**src/core/mmi_pkg.sv**
```systemverilog
package mmi_pkg;
   // Register byte addresses
   localparam logic [31:0] ADR_CTRL = 32'h1540_0000;
   localparam logic [31:0] ADR_STAT = 32'h1540_0004;
   localparam logic [31:0] ADR_OWN = 32'h1540_0008;
   localparam logic [31:0] ADR_DATA = 32'h1540_000c;
   // bus_control field positions
   localparam int CB_ACK = 7;
   localparam int CB_SRC = 6;
   localparam int CB_IE = 5;
   localparam int CB_PEND = 4;
   localparam int CB_PRE = 0;
   // bus_control_status field positions
   localparam int ST_MODE = 6;
   localparam int ST_BUSY = 5;
   localparam int ST_OE = 4;
   localparam int ST_ARB = 3;
   localparam int ST_AAS = 2;
   localparam int ST_AZ = 1;
   localparam int ST_LRB = 0;
   localparam logic [7:0] STAT_RST = 8'h00;
   // Operating modes
   localparam logic [1:0] MODE_SRX = 2'h0;
   localparam logic [1:0] MODE_STX = 2'h1;
   localparam logic [1:0] MODE_MRX = 2'h2;
   localparam logic [1:0] MODE_MTX = 2'h3;
   // Prescaler source divides; two clock phases make one bit period
   localparam int SRC_DIV_LO = 16;
   localparam int SRC_DIV_HI = 512;
   localparam logic [8:0] SRC_HALF_LO = 9'(SRC_DIV_LO / 2 - 1);
   localparam logic [8:0] SRC_HALF_HI = 9'(SRC_DIV_HI / 2 - 1);
   // Bit counter marks: ack slot and end of byte
   localparam logic [3:0] BIT_ACK = 4'h8;
   localparam logic [3:0] BIT_END = 4'h9;

   typedef enum logic [1:0] {E_IDLE, E_START, E_XFER, E_STOP} mmi_eng_t;

   typedef struct packed {
      logic ack_en;
      logic src_sel;
      logic ie;
      logic pend;
      logic [3:0] presc;
      logic [1:0] mode;
      logic busy;
      logic oe;
      logic arb;
      logic aas;
      logic az;
      logic lrb;
      logic [7:0] own;
      logic [7:0] shreg;
      logic [8:0] src_cnt;
      logic [3:0] ph_cnt;
      mmi_eng_t eng;
      logic sda_prev;
      logic scl_prev;
      logic [3:0] bit_cnt;
      logic first;
      logic active;
      logic sda_drv;
      logic scl_drv;
      logic ack;
      logic [7:0] dat;
      logic irq;
   } mmi_state_t;
endpackage

```
**src/core/mmi_regs.sv**
```systemverilog
// Local design decision: register access over Wishbone.
`timescale 1ns/10ps
// Overview of operation
// (RL1) With ack enabled, receiver pulls data low in ack slot; transmitter releases.
// (RL2) Source select bit picks clock divided by 16 (0) or 512 (1).
// (RL3) Interrupt enable bit gates the pending flag onto the interrupt output.
// (RL4) Pending flag holds clock low; writing 0 clears and resumes, 1 ignored.
// (RL5) Pending sets on byte done, address match or general call, arbitration loss.
// (RL6) Bit clock is prescaler input divided by prescaler field plus one.
// (RL7) Software avoids prescaler 0 or 1 with divide-by-16 source.
// (RL8) Software loads next byte before clearing the pending flag.
// (RL9) Software keeps interrupt enable set even when unused.
// (RL10) Mode field: 00 slave rx, 01 slave tx, 10 master rx, 11 master tx.
// (RL11) Busy bit tracks bus start/stop; writing 1 starts, writing 0 stops.
// (RL12) After start, shift out the loaded byte; start check delay inserted.
// (RL13) Serial output enable bit enables (1) or disables (0) all activity.
// (RL14) Arbitration flag set on lost arbitration, 0 when it succeeded.
// (RL15) Address-match flag set on own address, cleared on start or stop.
// (RL16) Address-zero flag set on general call, cleared on start or stop.
// (RL17) Last-bit flag holds last sampled ack bit: 0 ack, 1 no ack.
// (RL18) Own address writable only with output disabled, readable always.
// (RL19) Own address in bits 7..1, compared only in slave modes.
// (RL20) Software may drop ack before last master receive byte.
// (RL21) Byte is eight clocks plus ack on ninth, clocked by master.
// (RL22) Clock held low after each byte until software services it.
// (RL23) First byte after start is 7-bit address plus direction bit.
// (RL24) On arbitration loss release both lines and continue as slave receiver.
module mmi_regs (
   input wire logic CLK_IN,
   input wire logic SRST_IN,
   input wire logic WB_CYC_IN,
   input wire logic WB_STB_IN,
   input wire logic WB_WE_IN,
   input wire logic [31:0] WB_ADR_IN,
   input wire logic [3:0] WB_SEL_IN,
   input wire logic [31:0] WB_DAT_IN,
   output logic [31:0] WB_DAT_OUT,
   output logic WB_ACK_OUT,
   input wire logic SDA_IN,
   output logic SDA_OUT,
   output logic SDA_OE_OUT,
   input wire logic SCL_IN,
   output logic SCL_OUT,
   output logic SCL_OE_OUT,
   output logic IRQ_OUT
);
   mmi_pkg::mmi_state_t st_reg;
   mmi_pkg::mmi_state_t st_next;
   logic req;
   logic wr;
   logic start_det;
   logic stop_det;
   logic scl_rise;
   logic scl_fall;
   logic tx;
   logic xfer;
   logic run;
   logic src_tick;
   logic ph_tick;
   logic [8:0] src_half;

   // Bus request decode; ack goes out one cycle after the request
   assign req = WB_CYC_IN && WB_STB_IN && !st_reg.ack;
   assign wr = req && WB_WE_IN && WB_SEL_IN[0];

   // Line conditions seen against the previous sample
   assign start_det = st_reg.scl_prev && SCL_IN && st_reg.sda_prev && !SDA_IN;
   assign stop_det = st_reg.scl_prev && SCL_IN && !st_reg.sda_prev && SDA_IN;
   assign scl_rise = !st_reg.scl_prev && SCL_IN;
   assign scl_fall = st_reg.scl_prev && !SCL_IN;

   // Address byte is sent by the master, later bytes follow the mode
   assign tx = st_reg.first ? st_reg.mode[1] : st_reg.mode[0]; // [RL10] [RL23]
   assign xfer = st_reg.eng != mmi_pkg::E_STOP;

   // Clock dividers run only while this end drives the clock
   assign run = st_reg.eng != mmi_pkg::E_IDLE;
   assign src_half = st_reg.src_sel ? mmi_pkg::SRC_HALF_HI : mmi_pkg::SRC_HALF_LO; // [RL2]
   assign src_tick = run && st_reg.src_cnt == src_half;
   assign ph_tick = src_tick && st_reg.ph_cnt == st_reg.presc; // [RL6]

   // Next-state logic for the whole controller
   always_comb begin
      st_next = st_reg;
      st_next.ack = req;
      st_next.sda_prev = SDA_IN;
      st_next.scl_prev = SCL_IN;
      st_next.irq = st_reg.pend && st_reg.ie; // [RL3]

      // Prescaler input divider then the bit-phase divider
      if (!run) begin
         st_next.src_cnt = 9'h000;
         st_next.ph_cnt = 4'h0;
      end else if (src_tick) begin
         st_next.src_cnt = 9'h000;
         st_next.ph_cnt = ph_tick ? 4'h0 : st_reg.ph_cnt + 4'h1; // [RL6]
      end else begin
         st_next.src_cnt = st_reg.src_cnt + 9'h001;
      end

      // Register reads are captured with the request
      if (req) begin
         case (WB_ADR_IN)
            mmi_pkg::ADR_CTRL: begin
               st_next.dat = {st_reg.ack_en, st_reg.src_sel, st_reg.ie, st_reg.pend,
                  st_reg.presc};
            end
            mmi_pkg::ADR_STAT: begin
               st_next.dat = {st_reg.mode, st_reg.busy, st_reg.oe, st_reg.arb, st_reg.aas,
                  st_reg.az, st_reg.lrb};
            end
            mmi_pkg::ADR_OWN: begin
               st_next.dat = {st_reg.own[7:1], 1'b0}; // [RL18] [RL19]
            end
            mmi_pkg::ADR_DATA: begin
               st_next.dat = st_reg.shreg;
            end
            default: begin
               st_next.dat = 8'h00;
            end
         endcase
      end

      // Register writes come first so that line events below win over them
      if (wr) begin
         case (WB_ADR_IN)
            mmi_pkg::ADR_CTRL: begin
               st_next.ack_en = WB_DAT_IN[mmi_pkg::CB_ACK];
               st_next.src_sel = WB_DAT_IN[mmi_pkg::CB_SRC];
               st_next.ie = WB_DAT_IN[mmi_pkg::CB_IE];
               st_next.presc = WB_DAT_IN[mmi_pkg::CB_PRE +: 4];
               // Writing 0 resumes; the next bit is set up while the clock is low
               if (!WB_DAT_IN[mmi_pkg::CB_PEND] && st_reg.pend) begin // [RL4]
                  st_next.pend = 1'b0;
                  st_next.sda_drv = st_reg.active && tx && !st_reg.shreg[7];
                  if (!st_reg.mode[1]) begin
                     st_next.scl_drv = 1'b0; // [RL22]
                  end
               end
            end
            mmi_pkg::ADR_STAT: begin
               st_next.mode = WB_DAT_IN[mmi_pkg::ST_MODE +: 2]; // [RL10]
               st_next.oe = WB_DAT_IN[mmi_pkg::ST_OE];
               if (WB_DAT_IN[mmi_pkg::ST_BUSY]) begin
                  // Start only from an idle bus as a master
                  if (WB_DAT_IN[mmi_pkg::ST_MODE + 1] && WB_DAT_IN[mmi_pkg::ST_OE] &&
                     !st_reg.busy && st_reg.eng == mmi_pkg::E_IDLE) begin // [RL11]
                     st_next.eng = mmi_pkg::E_START;
                     st_next.arb = 1'b0;
                  end
               end else if (st_reg.mode[1] && st_reg.eng == mmi_pkg::E_XFER) begin
                  st_next.eng = mmi_pkg::E_STOP; // [RL11]
                  st_next.pend = 1'b0;
               end
            end
            mmi_pkg::ADR_OWN: begin
               if (!st_reg.oe) begin
                  st_next.own = WB_DAT_IN[7:0]; // [RL18]
               end
            end
            mmi_pkg::ADR_DATA: begin
               if (st_reg.oe) begin
                  st_next.shreg = WB_DAT_IN[7:0];
               end
            end
            default: begin
            end
         endcase
      end

      // Start and stop seen on the lines, whoever made them
      if (start_det) begin
         st_next.busy = 1'b1; // [RL11]
         st_next.aas = 1'b0; // [RL15]
         st_next.az = 1'b0; // [RL16]
         st_next.bit_cnt = 4'h0;
         st_next.first = 1'b1; // [RL23]
         st_next.active = st_reg.eng == mmi_pkg::E_START;
      end
      if (stop_det) begin
         st_next.busy = 1'b0; // [RL11]
         st_next.aas = 1'b0; // [RL15]
         st_next.az = 1'b0; // [RL16]
         st_next.active = 1'b0;
         st_next.eng = mmi_pkg::E_IDLE;
         st_next.sda_drv = 1'b0;
         st_next.scl_drv = 1'b0;
      end

      // Rising clock: sample data, check arbitration, catch the ack bit
      if (scl_rise && st_reg.busy && xfer && st_reg.bit_cnt != mmi_pkg::BIT_END) begin
         st_next.bit_cnt = st_reg.bit_cnt + 4'h1; // [RL21]
         if (st_reg.bit_cnt == mmi_pkg::BIT_ACK) begin
            st_next.lrb = SDA_IN; // [RL17]
         end else begin
            st_next.shreg = {st_reg.shreg[6:0], SDA_IN};
            // Lost when our released line reads low; address and data bits compete, the ack bit does not
            if (st_reg.active && st_reg.mode[1] && tx && !st_reg.sda_drv && !SDA_IN) begin
               st_next.arb = 1'b1; // [RL14]
               st_next.mode = mmi_pkg::MODE_SRX; // [RL24]
               st_next.eng = mmi_pkg::E_IDLE;
               st_next.active = 1'b0;
               st_next.sda_drv = 1'b0;
               st_next.scl_drv = 1'b0;
               st_next.pend = 1'b1; // [RL5]
            end
         end
      end

      // Falling clock: set up the next bit, the ack, or end the byte
      if (scl_fall && st_reg.busy && xfer) begin
         if (st_reg.bit_cnt == mmi_pkg::BIT_END) begin
            st_next.bit_cnt = 4'h0;
            st_next.first = 1'b0;
            st_next.sda_drv = 1'b0;
            if (st_reg.active) begin
               st_next.pend = 1'b1; // [RL5]
               st_next.scl_drv = 1'b1; // [RL22]
            end
         end else if (st_reg.bit_cnt == mmi_pkg::BIT_ACK) begin
            // Address is compared once the eighth bit is in, in slave modes only
            if (st_reg.first && !st_reg.mode[1]) begin
               if (st_reg.shreg[7:1] == st_reg.own[7:1]) begin // [RL19]
                  st_next.aas = 1'b1; // [RL15]
                  st_next.active = 1'b1;
               end
               if (st_reg.shreg == 8'h00) begin
                  st_next.az = 1'b1; // [RL16]
                  st_next.active = 1'b1;
               end
            end
            st_next.sda_drv = st_next.active && !tx && st_reg.ack_en; // [RL1] [RL20]
         end else begin
            st_next.sda_drv = st_reg.active && tx && !st_reg.shreg[7]; // [RL12]
         end
      end

      // Master line sequencer, paced by the bit-phase tick
      case (st_reg.eng)
         mmi_pkg::E_START: begin
            if (ph_tick) begin
               if (!st_reg.sda_drv) begin
                  st_next.sda_drv = 1'b1;
               end else begin
                  // One full phase of data low with clock high checks the start
                  st_next.scl_drv = 1'b1; // [RL12]
                  st_next.eng = mmi_pkg::E_XFER;
               end
            end
         end
         mmi_pkg::E_XFER: begin
            // Clock stalls while pending; a slow slave stretches the low phase
            if (ph_tick && !st_reg.pend) begin // [RL4]
               if (st_reg.scl_drv) begin
                  st_next.scl_drv = 1'b0;
               end else if (SCL_IN) begin
                  st_next.scl_drv = 1'b1; // [RL21]
               end
            end
         end
         mmi_pkg::E_STOP: begin
            if (ph_tick) begin
               if (!st_reg.sda_drv) begin
                  if (st_reg.scl_drv) begin
                     st_next.sda_drv = 1'b1;
                  end else begin
                     st_next.scl_drv = 1'b1;
                  end
               end else if (st_reg.scl_drv) begin
                  st_next.scl_drv = 1'b0;
               end else if (SCL_IN) begin
                  st_next.sda_drv = 1'b0; // [RL11]
               end
            end
         end
         default: begin
         end
      endcase

      // Disabled output means no driving and no transfer at all
      if (!st_next.oe) begin // [RL13]
         st_next.sda_drv = 1'b0;
         st_next.scl_drv = 1'b0;
         st_next.eng = mmi_pkg::E_IDLE;
         st_next.active = 1'b0;
      end
   end

   // State register with synchronous reset
   always_ff @(posedge CLK_IN) begin
      if (SRST_IN) begin
         // Line samples start at the released level so no false edge follows reset
         st_reg <= '0;
         st_reg.sda_prev <= 1'b1;
         st_reg.scl_prev <= 1'b1;
      end else begin
         st_reg <= st_next;
      end
   end

   // Open-drain pins only ever pull low
   assign SDA_OUT = 1'b0;
   assign SCL_OUT = 1'b0;
   assign SDA_OE_OUT = st_reg.sda_drv;
   assign SCL_OE_OUT = st_reg.scl_drv;
   assign IRQ_OUT = st_reg.irq;
   assign WB_ACK_OUT = st_reg.ack;
   assign WB_DAT_OUT = {24'h000000, st_reg.dat};
endmodule // mmi_regs

```
**config.mk**
```make
export PLATFORM = sky130hd
export DESIGN_NAME = mmi_regs
export DESIGN_NICKNAME = d
export VERILOG_FILES = /design/src/core/mmi_pkg.sv /design/src/core/mmi_regs.sv
export SDC_FILE = /design/constraint.sdc
export NUM_CORES = 1
export LEC_CHECK = 0
export ABC_AREA = 1
export BUFFER_PORTS_ARGS = -buffer_cell sky130_fd_sc_hd__buf_2
export CAP_MARGIN = 15
export CORE_ASPECT_RATIO = 1.2
export CORE_MARGIN = 2
export CORE_UTILIZATION = 47
export DETAILED_ROUTE_END_ITERATION = 10
export PLACE_DENSITY = 0.77
export SYNTH_ARGS = -nofsm -noshare
export SYNTH_HDL_FRONTEND = slang
export SYNTH_SLANG_ARGS = --single-unit
```
**constraint.sdc**
```tcl
create_clock -name CLK_IN -period 1.81 [get_ports CLK_IN]
set_clock_uncertainty 0.2 [all_clocks]
set_input_delay 0.181 -clock CLK_IN [delete_from_list [all_inputs] [get_ports CLK_IN]]
set_output_delay 0.181 -clock CLK_IN [all_outputs]
set_load 0.01 [all_outputs]
```
## Word-level counts from Yosys, hierarchy flattened

Index checks and enable logic that the tools add are counted.

| storage, ports and cells | value |
|---|---|
| register bits after elaboration | 67 |

| cells by class | value |
|---|---|
| add/sub/neg operators | 3 |
| equality and inequality tests | 14 |
| mux-type cells | 91 |
| bitwise operators | 3 |
| reduce and logical (&&, ||, !) cells | 56 |

Operator list:

| cell | count |
|---|---|
| 32-bit by 29-bit == test with 1-bit output, second input constant | 4 |
| 2-bit two-way mux | 30 |
| 8-bit two-way mux | 7 |
| 1-bit two-way mux | 40 |
| 1-bit logical AND | 34 |
| 8-bit one-hot mux with 4 select lines | 1 |
| 1-bit zero test | 12 |
| 3-bit two-way mux | 4 |
| 4-bit two-way mux | 3 |
| 9-bit by 1-bit adder with 9-bit output, second input constant | 1 |
| 9-bit by 8-bit == test with 1-bit output | 1 |
| 4-bit by 1-bit adder with 4-bit output, second input constant | 2 |
| 4-bit == test, second input constant | 2 |
| 8-bit zero test | 1 |
| 7-bit == test | 1 |
| 7-bit two-way mux | 1 |
| 6-bit two-way mux | 1 |
| 2-bit OR reduction | 3 |
| 5-bit two-way mux | 1 |
| 2-bit == test, second input constant | 2 |
| 4-bit == test | 1 |
| 4-bit inequality test, second input constant | 1 |
| 1-bit one-hot mux with 2 select lines | 2 |
| 2-bit AND reduction | 2 |
| other kinds (8) | 10 |

## Depth between registers and ports, before layout

Gate-level depths: netlist of the first run.

| logic depth | value |
|---|---|
| depth after elaboration | 26 |
| gate-level depth with buffers | 14 |
| depth with buffers taken out | 14 |

## Worst setup path after synthesis of the first run

Ideal clock, no wire load.

| timing path | value |
|---|---|
| path kind | register to register |
| start point | register st_reg[15] (netlist bit) |
| end point | register st_reg (netlist bit SDA_OE_OUT) |
| library setup time | 114 ps |
| arrival time | 1549 ps |
| slack | -53 ps |
| cell stages (with the launch flop) | 15 |
| buffers on the path | 0 |
| clock period less this slack | 1863 ps |
| cell sequence | dfxtp_1 > inv_1 > ha_1 > nand3_1 > nand3_2 > nor2_2 > nand2_1 > nand2_1 > nand2_1 > nand2_1 > nand2_1 > nand2_1 > nand2_1 > a21oi_1 > nor2_1 |

| on the way | value |
|---|---|
| word-level cells in the longest chain between the ends | 19 |
| elaborated cells between the ends (all ways) | 25 |
| those cells by class | eq/ne: 3; mux: 19; reduce/logical: 3 |

Ends and longest elaborated chain:

| element | line | RTL |
|---|---|---|
| from (decl) | mmi_regs.sv:47 | `mmi_pkg::mmi_state_t st_reg;` |
| from (signal assigned) | mmi_regs.sv:297 | `st_reg <= st_next;` |
| 4-bit == test / 4-bit inequality test (equally long branches) | mmi_regs.sv:193, mmi_regs.sv:220, mmi_regs.sv:191 |  |
| 3-bit two-way mux / 1-bit logical AND (equally long branches) | mmi_regs.sv:193, mmi_regs.sv:191 |  |
| 3-bit two-way mux | mmi_regs.sv:191 | `if (scl_rise && st_reg.busy && xfer && st_reg.bit_cnt != mmi_pkg::BIT_END) begin` |
| 1-bit two-way mux | mmi_regs.sv:223 | `if (st_reg.shreg[7:1] == st_reg.own[7:1]) begin` |
| 1-bit two-way mux | mmi_regs.sv:227 | `if (st_reg.shreg == 8'h00) begin` |
| 1-bit two-way mux | mmi_regs.sv:222 | `if (st_reg.first && !st_reg.mode[1]) begin` |
| 1-bit two-way mux | mmi_regs.sv:220 | `end else if (st_reg.bit_cnt == mmi_pkg::BIT_ACK) begin` |
| 1-bit two-way mux | mmi_regs.sv:212 | `if (st_reg.bit_cnt == mmi_pkg::BIT_END) begin` |
| [3 not listed] | - |  |
| 1-bit two-way mux | mmi_regs.sv:220 |  |
| 1-bit two-way mux | mmi_regs.sv:212 |  |
| 8-bit two-way mux (*) | mmi_regs.sv:211 | `if (scl_fall && st_reg.busy && xfer) begin` |
| 1-bit two-way mux | mmi_regs.sv:271 | `end else if (SCL_IN) begin` |
| 1-bit two-way mux | mmi_regs.sv:269 | `end else if (st_reg.scl_drv) begin` |
| 2-bit two-way mux | mmi_regs.sv:263 | `if (!st_reg.sda_drv) begin` |
| 2-bit two-way mux | mmi_regs.sv:262 | `if (ph_tick) begin` |
| 1-bit one-hot mux with 2 select lines (*) | mmi_regs.sv:239 | `case (st_reg.eng)` |

Every way passes the cells marked *; elsewhere a longest branch is shown, timed or not. The select of a mux whose other input is x is not followed.
A chain may end at the register's enable or synchronous reset.

## Worst setup path after layout of the first run

Same ends and word-level chain as after synthesis.

==> results of run 1 <==
## cell usage after synthesis, drive strengths merged
library cell,n,share of area [%]
nor3,14,2.3
inv,68,6.5
nor4,2,0.70
o21bai,1,0.19
a211oi,3,0.57
dfxtp,66,34
a21oi,45,6.1
a311oi,1,0.22
o211a,1,0.25
o31ai,1,0.19
ha,5,1.6
o211ai,1,0.19
a21boi,1,0.48
conb,1,0.095
nor3b,3,0.57
clkbuf,5,0.48
clkinv,3,0.29
nand3,47,6.7
o32ai,1,0.22
a31oi,3,0.48
xor2,6,1.3
nand2,111,11
a31o,1,0.22
o21ai,54,6.9
xnor2,3,0.67
nand3b,2,0.38
buf,37,7.0
nand4,13,2.1
and3,1,0.16
or2,1,0.16
nor2,78,8.4
## worst max-delay path, cell delays in order (launching register included)
cell and delay (ns):
dfxtp_2 0.34, inv_2 0.05, ha_4 0.16, nand3_2 0.08
nand3_2 0.11, nor2_4 0.13, nand2_2 0.09, nand2_2 0.08
nand2_1 0.05, nand2_1 0.07, nand2_1 0.08, nand2_1 0.10
nand2_1 0.08, a21oi_2 0.11, nor2_1 0.04
## logic make-up (layout without fill, tap and decap cells)
logic type / count (synthesis) / count (layout) / synth area share (%)
AOI/OAI and AO/OA: 113 / 113 / 16.00
xor gates and xnor gates: 9 / 9 / 2.004
adders and majority gates: 5 / 5 / 1.590
buffers and inverters: 113 / 214 / 14.28
DFF: 66 / 66 / 33.59
other: 1 / 26 / 0.09533
and+or+nand+nor: 272 / 272 / 32.44
## timing repair
action / CTS / global route
hold buffers: 11 / 0
buffers inserted: 6 / 9
pin swaps: 9 / 18
resized for setup: 5 / 47
hold endpoints to repair: 22 / 0
endpoints found under the setup margin: 3 / 35
## metal layers
layer / wire, um / vias to the layer above
li1: - / 2089
met5: 0 / -
met4: 367 / 0
met2: 5656 / 146
met1: 4527 / 1960
met3: 556 / 29
## cell type report
| class | instances | area (sq um) |
|---|---|---|
| fillers | 712 | 3069 |
| multi-input cells | 425 | 2257 |
| flip-flops and latches | 66 | 1349 |
| repair buffers | 127 | 840.8 |
| inverters | 71 | 269.0 |
| clock buffers | 11 | 141.4 |
| well taps | 95 | 118.9 |
| clock inverters | 5 | 62.56 |
## power by group
part	switching (W)	internal [W]	total, W
Clock	0.000618	0.000682	0.00130
Sequential	0.00000788	0.00145	0.00146
Combinational	0.000164	0.000108	0.000272
## per-stage QoR
stage | TNS, ns | power (W)
detailed placement | -0.6405 | 0.001740
floorplan | 0 | 0.001663
finish | -0.06417 | 0.003034
CTS | -0.05255 | 0.003035
global route | -0.4292 | 0.003145
global placement | -0.2168 | 0.001732
## final timing paths
| check | startpoint | end | slack, ns | cells after the start |
|---|---|---|---|---|
| min reg2reg | WB_DAT_OUT[4] | WB_DAT_OUT[4] | 0.27 | 2 |
| max reg2reg | st_reg[15] | SDA_OE_OUT | -0.06 | 14 |
| min | WB_DAT_IN[4] | st_reg[47] | 0.01 | 3 |
| max | st_reg[15] | SDA_OE_OUT | -0.06 | 14 |
==> key figures, run 1 <==
Outcome
  • Status: finished with violations
  • Violated checks: negative setup slack

Global routing
  • Initial antenna violation count: 0
  • Gr busiest metal: met2
  • Vias in the first global route: 4,020
  • Largest net degree at the start of global routing: 16
  • Met1 GRT Util: 28.88%
  • First-pass GRT wire length: 17.84 mm
  • Met3 Usage GRT: 5.952%
  • Total track usage: 24.33%
  • Met2 usage: 41.07%
  • Total grt overflow: 0

Hold path
  • Worst min path class: in2reg

Clock network
  • Clock root buffer: clkbuf_8
  • Clock Pin Slew Worst Setup and Hold Paths: 0.08 ns
  • CTS tree: built
  • H-tree depth: 3
  • TritonCTS Sinks: 66
  • Clock Latency Late Sink: 0.35 ns
  • CTS Buf Count: 9
  • Max clock buf depth: 2

Floorplan
  • DIE WIDTH: 87.52 um
  • Core area: 8108 sq um
  • Die area: 9121 sq um
  • I/O Pins: 113
  • Die Height: 104.2 um
  • Cell Rows: 36
  • Starting Density: 48.52%

Layout
  • Non-filler cells, final: 800
  • Area grow syn2layout: 28.09%
  • Commonest non-fill, non-tap cells in the layout: nand2_1 (100), nor2_1 (67), buf_2 (59), buf_4 (55), dfxtp_1 (52)
  • Layout cells sized above 1: 29.79%
  • Finished Cell Area: 5039 sq um
  • Most common cell after layout, fill and taps aside: nand2_1
  • Antenna Cells: 0
  • Final Util: 62.15%
  • Layout net count: 780
  • Max reg flops: 54

Detailed routing
  • Routed length per instance: 13.89 um
  • Via count: 4,224
  • Via density: 5.280
  • Initial DRC Count: 330
  • 1st-pass router iterations: 5
  • Post-route ant nets: 0
  • Final WL: 11.11 mm
  • Post-route DRC: 0

Synthesis
  • Synth Warn #: 0
  • #FFs+latches synth: 66
  • Sequential cell area fraction in the yosys report: 33.59%
  • Avg Cell Area, Syn: 6.794 sq um
  • Synthesized area: 3934 sq um
  • Synth Instances: 579
  • Yosys cell types: 45

Timing
  • Min cycle time layout: 1.866 ns
  • Hold slack: 0.009675 ns
  • RSZ-0062 raised after global routing: true
  • Final setup fails: 2
  • Fmax: 535.9 MHz
  • Fin crit share: 103.1%
  • Hold Vio Cnt, Final: 0
  • Slew Viols, Final: 0
  • Setup slack after layout: -0.05595 ns

Setup path
  • Worst EP required: 1.85 ns
  • Worst Setup End Kind: register
  • Worst Path Arrival: 1.91 ns
  • CP max FO: 3
  • Critical path type: reg2reg
  • CP startpoint kind: register

Placed design
  • Post-Place Cells: 758
  • Post-Place Setup Slack: -0.08535 ns
  • IO buf count: 59
  • Post-DP HPWL: 8.266 mm
  • GP Congestion: 0.9771
  • DP Area: 4493 sq um

Power and ir drop
  • Worst vdd ir: 0.0004168 V
  • Leakage: 2.236 nW
  • P per Cell Area: 602.2 nW/um^2

Flow run
  • MaxCap Viol Count: 0
No activity file was read; power rests on OpenSTA's default activity.
==> run 2: changes to the inputs <==
--- a/config.mk
+++ b/config.mk
@@ -6,10 +6,9 @@
 export NUM_CORES = 1
 export LEC_CHECK = 0
 export ABC_AREA = 1
-export BUFFER_PORTS_ARGS = -buffer_cell sky130_fd_sc_hd__buf_2
+export BUFFER_PORTS_ARGS = -buffer_cell sky130_fd_sc_hd__buf_4
 export CAP_MARGIN = 15
 export CORE_ASPECT_RATIO = 1.2
-export CORE_MARGIN = 2
 export CORE_UTILIZATION = 47
 export DETAILED_ROUTE_END_ITERATION = 10
 export PLACE_DENSITY = 0.77
==> key figures, run 2 (same netlist as run 1, synthesis figures left out) <==
Outcome
  • Status: finished with violations (unchanged)
  • Violated checks: negative setup slack (unchanged)

Detailed routing
  • Via count: 4,231 (was 4,224)
  • Initial DRC Count: 311 (was 330)
  • Post-route ant nets: 0 (unchanged)
  • Post-route DRC: 0 (unchanged)
  • Routed length per instance: 13.69 um (was 13.89 um)
  • 1st-pass router iterations: 5 (unchanged)
  • Final WL: 10.86 mm (was 11.11 mm)
  • Via density: 5.335 (was 5.280)

Timing
  • Slew Viols, Final: 0 (unchanged)
  • Fin crit share: 102.4% (was 103.1%)
  • Final setup fails: 1 (was 2)
  • Hold Vio Cnt, Final: 0 (unchanged)
  • Fmax: 539.4 MHz (was 535.9 MHz)
  • RSZ-0062 raised after global routing: true (unchanged)
  • Min cycle time layout: 1.854 ns (was 1.866 ns)
  • Setup slack after layout: -0.04401 ns (was -0.05595 ns)

Clock network
  • Clock Latency Late Sink: 0.36 ns (was 0.35 ns)
  • TritonCTS Sinks: 66 (unchanged)
  • Clock Pin Slew Worst Setup and Hold Paths: 0.07 ns (was 0.08 ns)
  • H-tree depth: 3 (unchanged)
  • CTS Buf Count: 9 (unchanged)
  • Clock root buffer: clkbuf_8 (unchanged)
  • Max clock buf depth: 2 (unchanged)
  • CTS tree: built (unchanged)

Hold path
  • Worst min path class: in2reg (unchanged)
  • Min-Delay Endpoint: SDA_OE_OUT (was st_reg[47])
  • Min-delay src: SCL_IN (was WB_DAT_IN[4])
  • Hold Path Stages: 4 (was 3)

Placed design
  • Post-Place Setup Slack: -0.06643 ns (was -0.08535 ns)
  • DP Area: 4626 sq um (was 4493 sq um)
  • Post-Place Cells: 756 (was 758)
  • GP Congestion: 0.9318 (was 0.9771)
  • Post-DP HPWL: 8.049 mm (was 8.266 mm)
  • IO buf count: 59 (unchanged)

Floorplan
  • Cell Rows: 36 (unchanged)
  • Die Height: 102.2 um (was 104.2 um)
  • Core area: 8108 sq um (unchanged)
  • Starting Density: 48.52% (unchanged)
  • DIE WIDTH: 85.52 um (was 87.52 um)
  • I/O Pins: 113 (unchanged)
  • Die area: 8741 sq um (was 9121 sq um)

Setup path
  • CP startpoint kind: register (unchanged)
  • Worst EP required: 1.86 ns (was 1.85 ns)
  • CP max FO: 3 (unchanged)
  • Worst Reg-to-Reg Cells: 14 (unchanged)
  • R2R Setup Slk: -0.04 ns (was -0.06 ns)
  • Crit Reg-Reg Startpoint: st_reg[15] (unchanged)
  • Worst R2R End: SDA_OE_OUT (unchanged)
  • Worst Path Arrival: 1.90 ns (was 1.91 ns)
  • Critical path type: reg2reg (unchanged)
  • Worst Setup End Kind: register (unchanged)

Power and ir drop
  • Tot Pwr: 0.002892 W (was 0.003034 W)
  • P per Cell Area: 562.5 nW/um^2 (was 602.2 nW/um^2)
  • Worst vdd ir: 0.0004775 V (was 0.0004168 V)
  • Leakage: 2.236 nW (about the same)

Layout
  • Area grow syn2layout: 30.69% (was 28.09%)
  • Reg area: 1344 sq um (was 1349 sq um)
  • Non-filler cells, final: 793 (was 800)
  • Fillers: 707 (was 712)
  • Layout cells sized above 1: 29.80% (was 29.79%)
  • Multi-input logic area: 2310 sq um (was 2257 sq um)
  • Commonest non-fill, non-tap cells in the layout: buf_4 (108), nand2_1 (98), nor2_1 (63), dfxtp_1 (54), inv_1 (50) (was nand2_1 (100), nor2_1 (67), buf_2 (59), buf_4 (55), dfxtp_1 (52))
  • Max reg flops: 54 (unchanged)
  • Finished Cell Area: 5141 sq um (was 5039 sq um)
  • Layout net count: 773 (was 780)
  • Most common cell after layout, fill and taps aside: buf_4 (was nand2_1)
  • Antenna Cells: 0 (unchanged)

Global routing
  • Met2 usage: 43.69% (was 41.07%)
  • Largest net degree at the start of global routing: 18 (was 16)
  • Met3 Usage GRT: 6.058% (was 5.952%)
  • Vias in the first global route: 3,846 (was 4,020)
  • Total track usage: 24.12% (was 24.33%)
  • Initial antenna violation count: 0 (unchanged)
  • Total grt overflow: 0 (unchanged)
  • Gr busiest metal: met2 (unchanged)
  • Met1 GRT Util: 26.43% (was 28.88%)
  • First-pass GRT wire length: 16.57 mm (was 17.84 mm)

Flow run
  • MaxCap Viol Count: 0 (unchanged)
==> run 2: critical path, stage by stage, from the launching register on <==
cell,delay [ns]
dfxtp_2,0.33
inv_2,0.05
ha_4,0.17
nand3_4,0.10
nand3_4,0.09
nor2_4,0.16
nand2_4,0.08
nand2_2,0.07
nand2_1,0.06
nand2_1,0.06
nand2_1,0.06
nand2_2,0.08
nand2_2,0.06
a21oi_2,0.13
nor2_1,0.06
==> run 2: timing repair <==
action,4_1_cts,5_1_grt
gates resized for setup,8,46
buffers inserted,1,8
pin swaps,4,19
hold buffers,12,0
hold endpoints to repair,39,0
setup endpoints to repair,2,34
==> run 2: layout make-up <==
class                      instances  area share, %
clock buffer                      11          2.750
clock inverter                     5         0.5841
inverter                          71          5.184
multi-input combinational        425          44.93
sequential                        66          26.14
tap                               95          2.312
timing repair buffer             120          18.11
==> run 2: metal layers <==
layer	share of wire, %	routed length, um
met1	39	4226
met2	50	5384
met3	7.3	795
met4	4.2	452
met5	0	0
==> run 2: through the flow <==
step,hold WS (ns),TNS (ns),util [%]
final,0.03472,-0.04401,63.41
after detailed placement,0.2200,-0.4482,57.05
after global placement,0.2146,-0.06209,57.05
after floorplan,0.08024,0,-
after global routing,0.07458,-0.3717,63.41
after CTS,0.01776,-0.03008,60.93
==> run 2: report_power, final <==
group          internal, W  switching (W)  leakage (nW)
clock             0.000527       0.000590        0.0851
combinational     0.000143       0.000167          1.61
sequential         0.00146     0.00000809         0.540
==> run 2: how the worst max path moves through the flow <==
stage                       endpoint  slack, ns          start  cells after the start
after detailed placement  SDA_OE_OUT      -0.07     st_reg[14]                     14
after CTS                 SDA_OE_OUT      -0.03     st_reg[27]                     11
after floorplan           SDA_OE_OUT       0.02     st_reg[15]                     14
after global routing      SDA_OE_OUT      -0.14     st_reg[20]                     12
final                     SDA_OE_OUT      -0.04     st_reg[15]                     14
after global placement    SDA_OE_OUT      -0.01  WB_ADR_IN[15]                     11
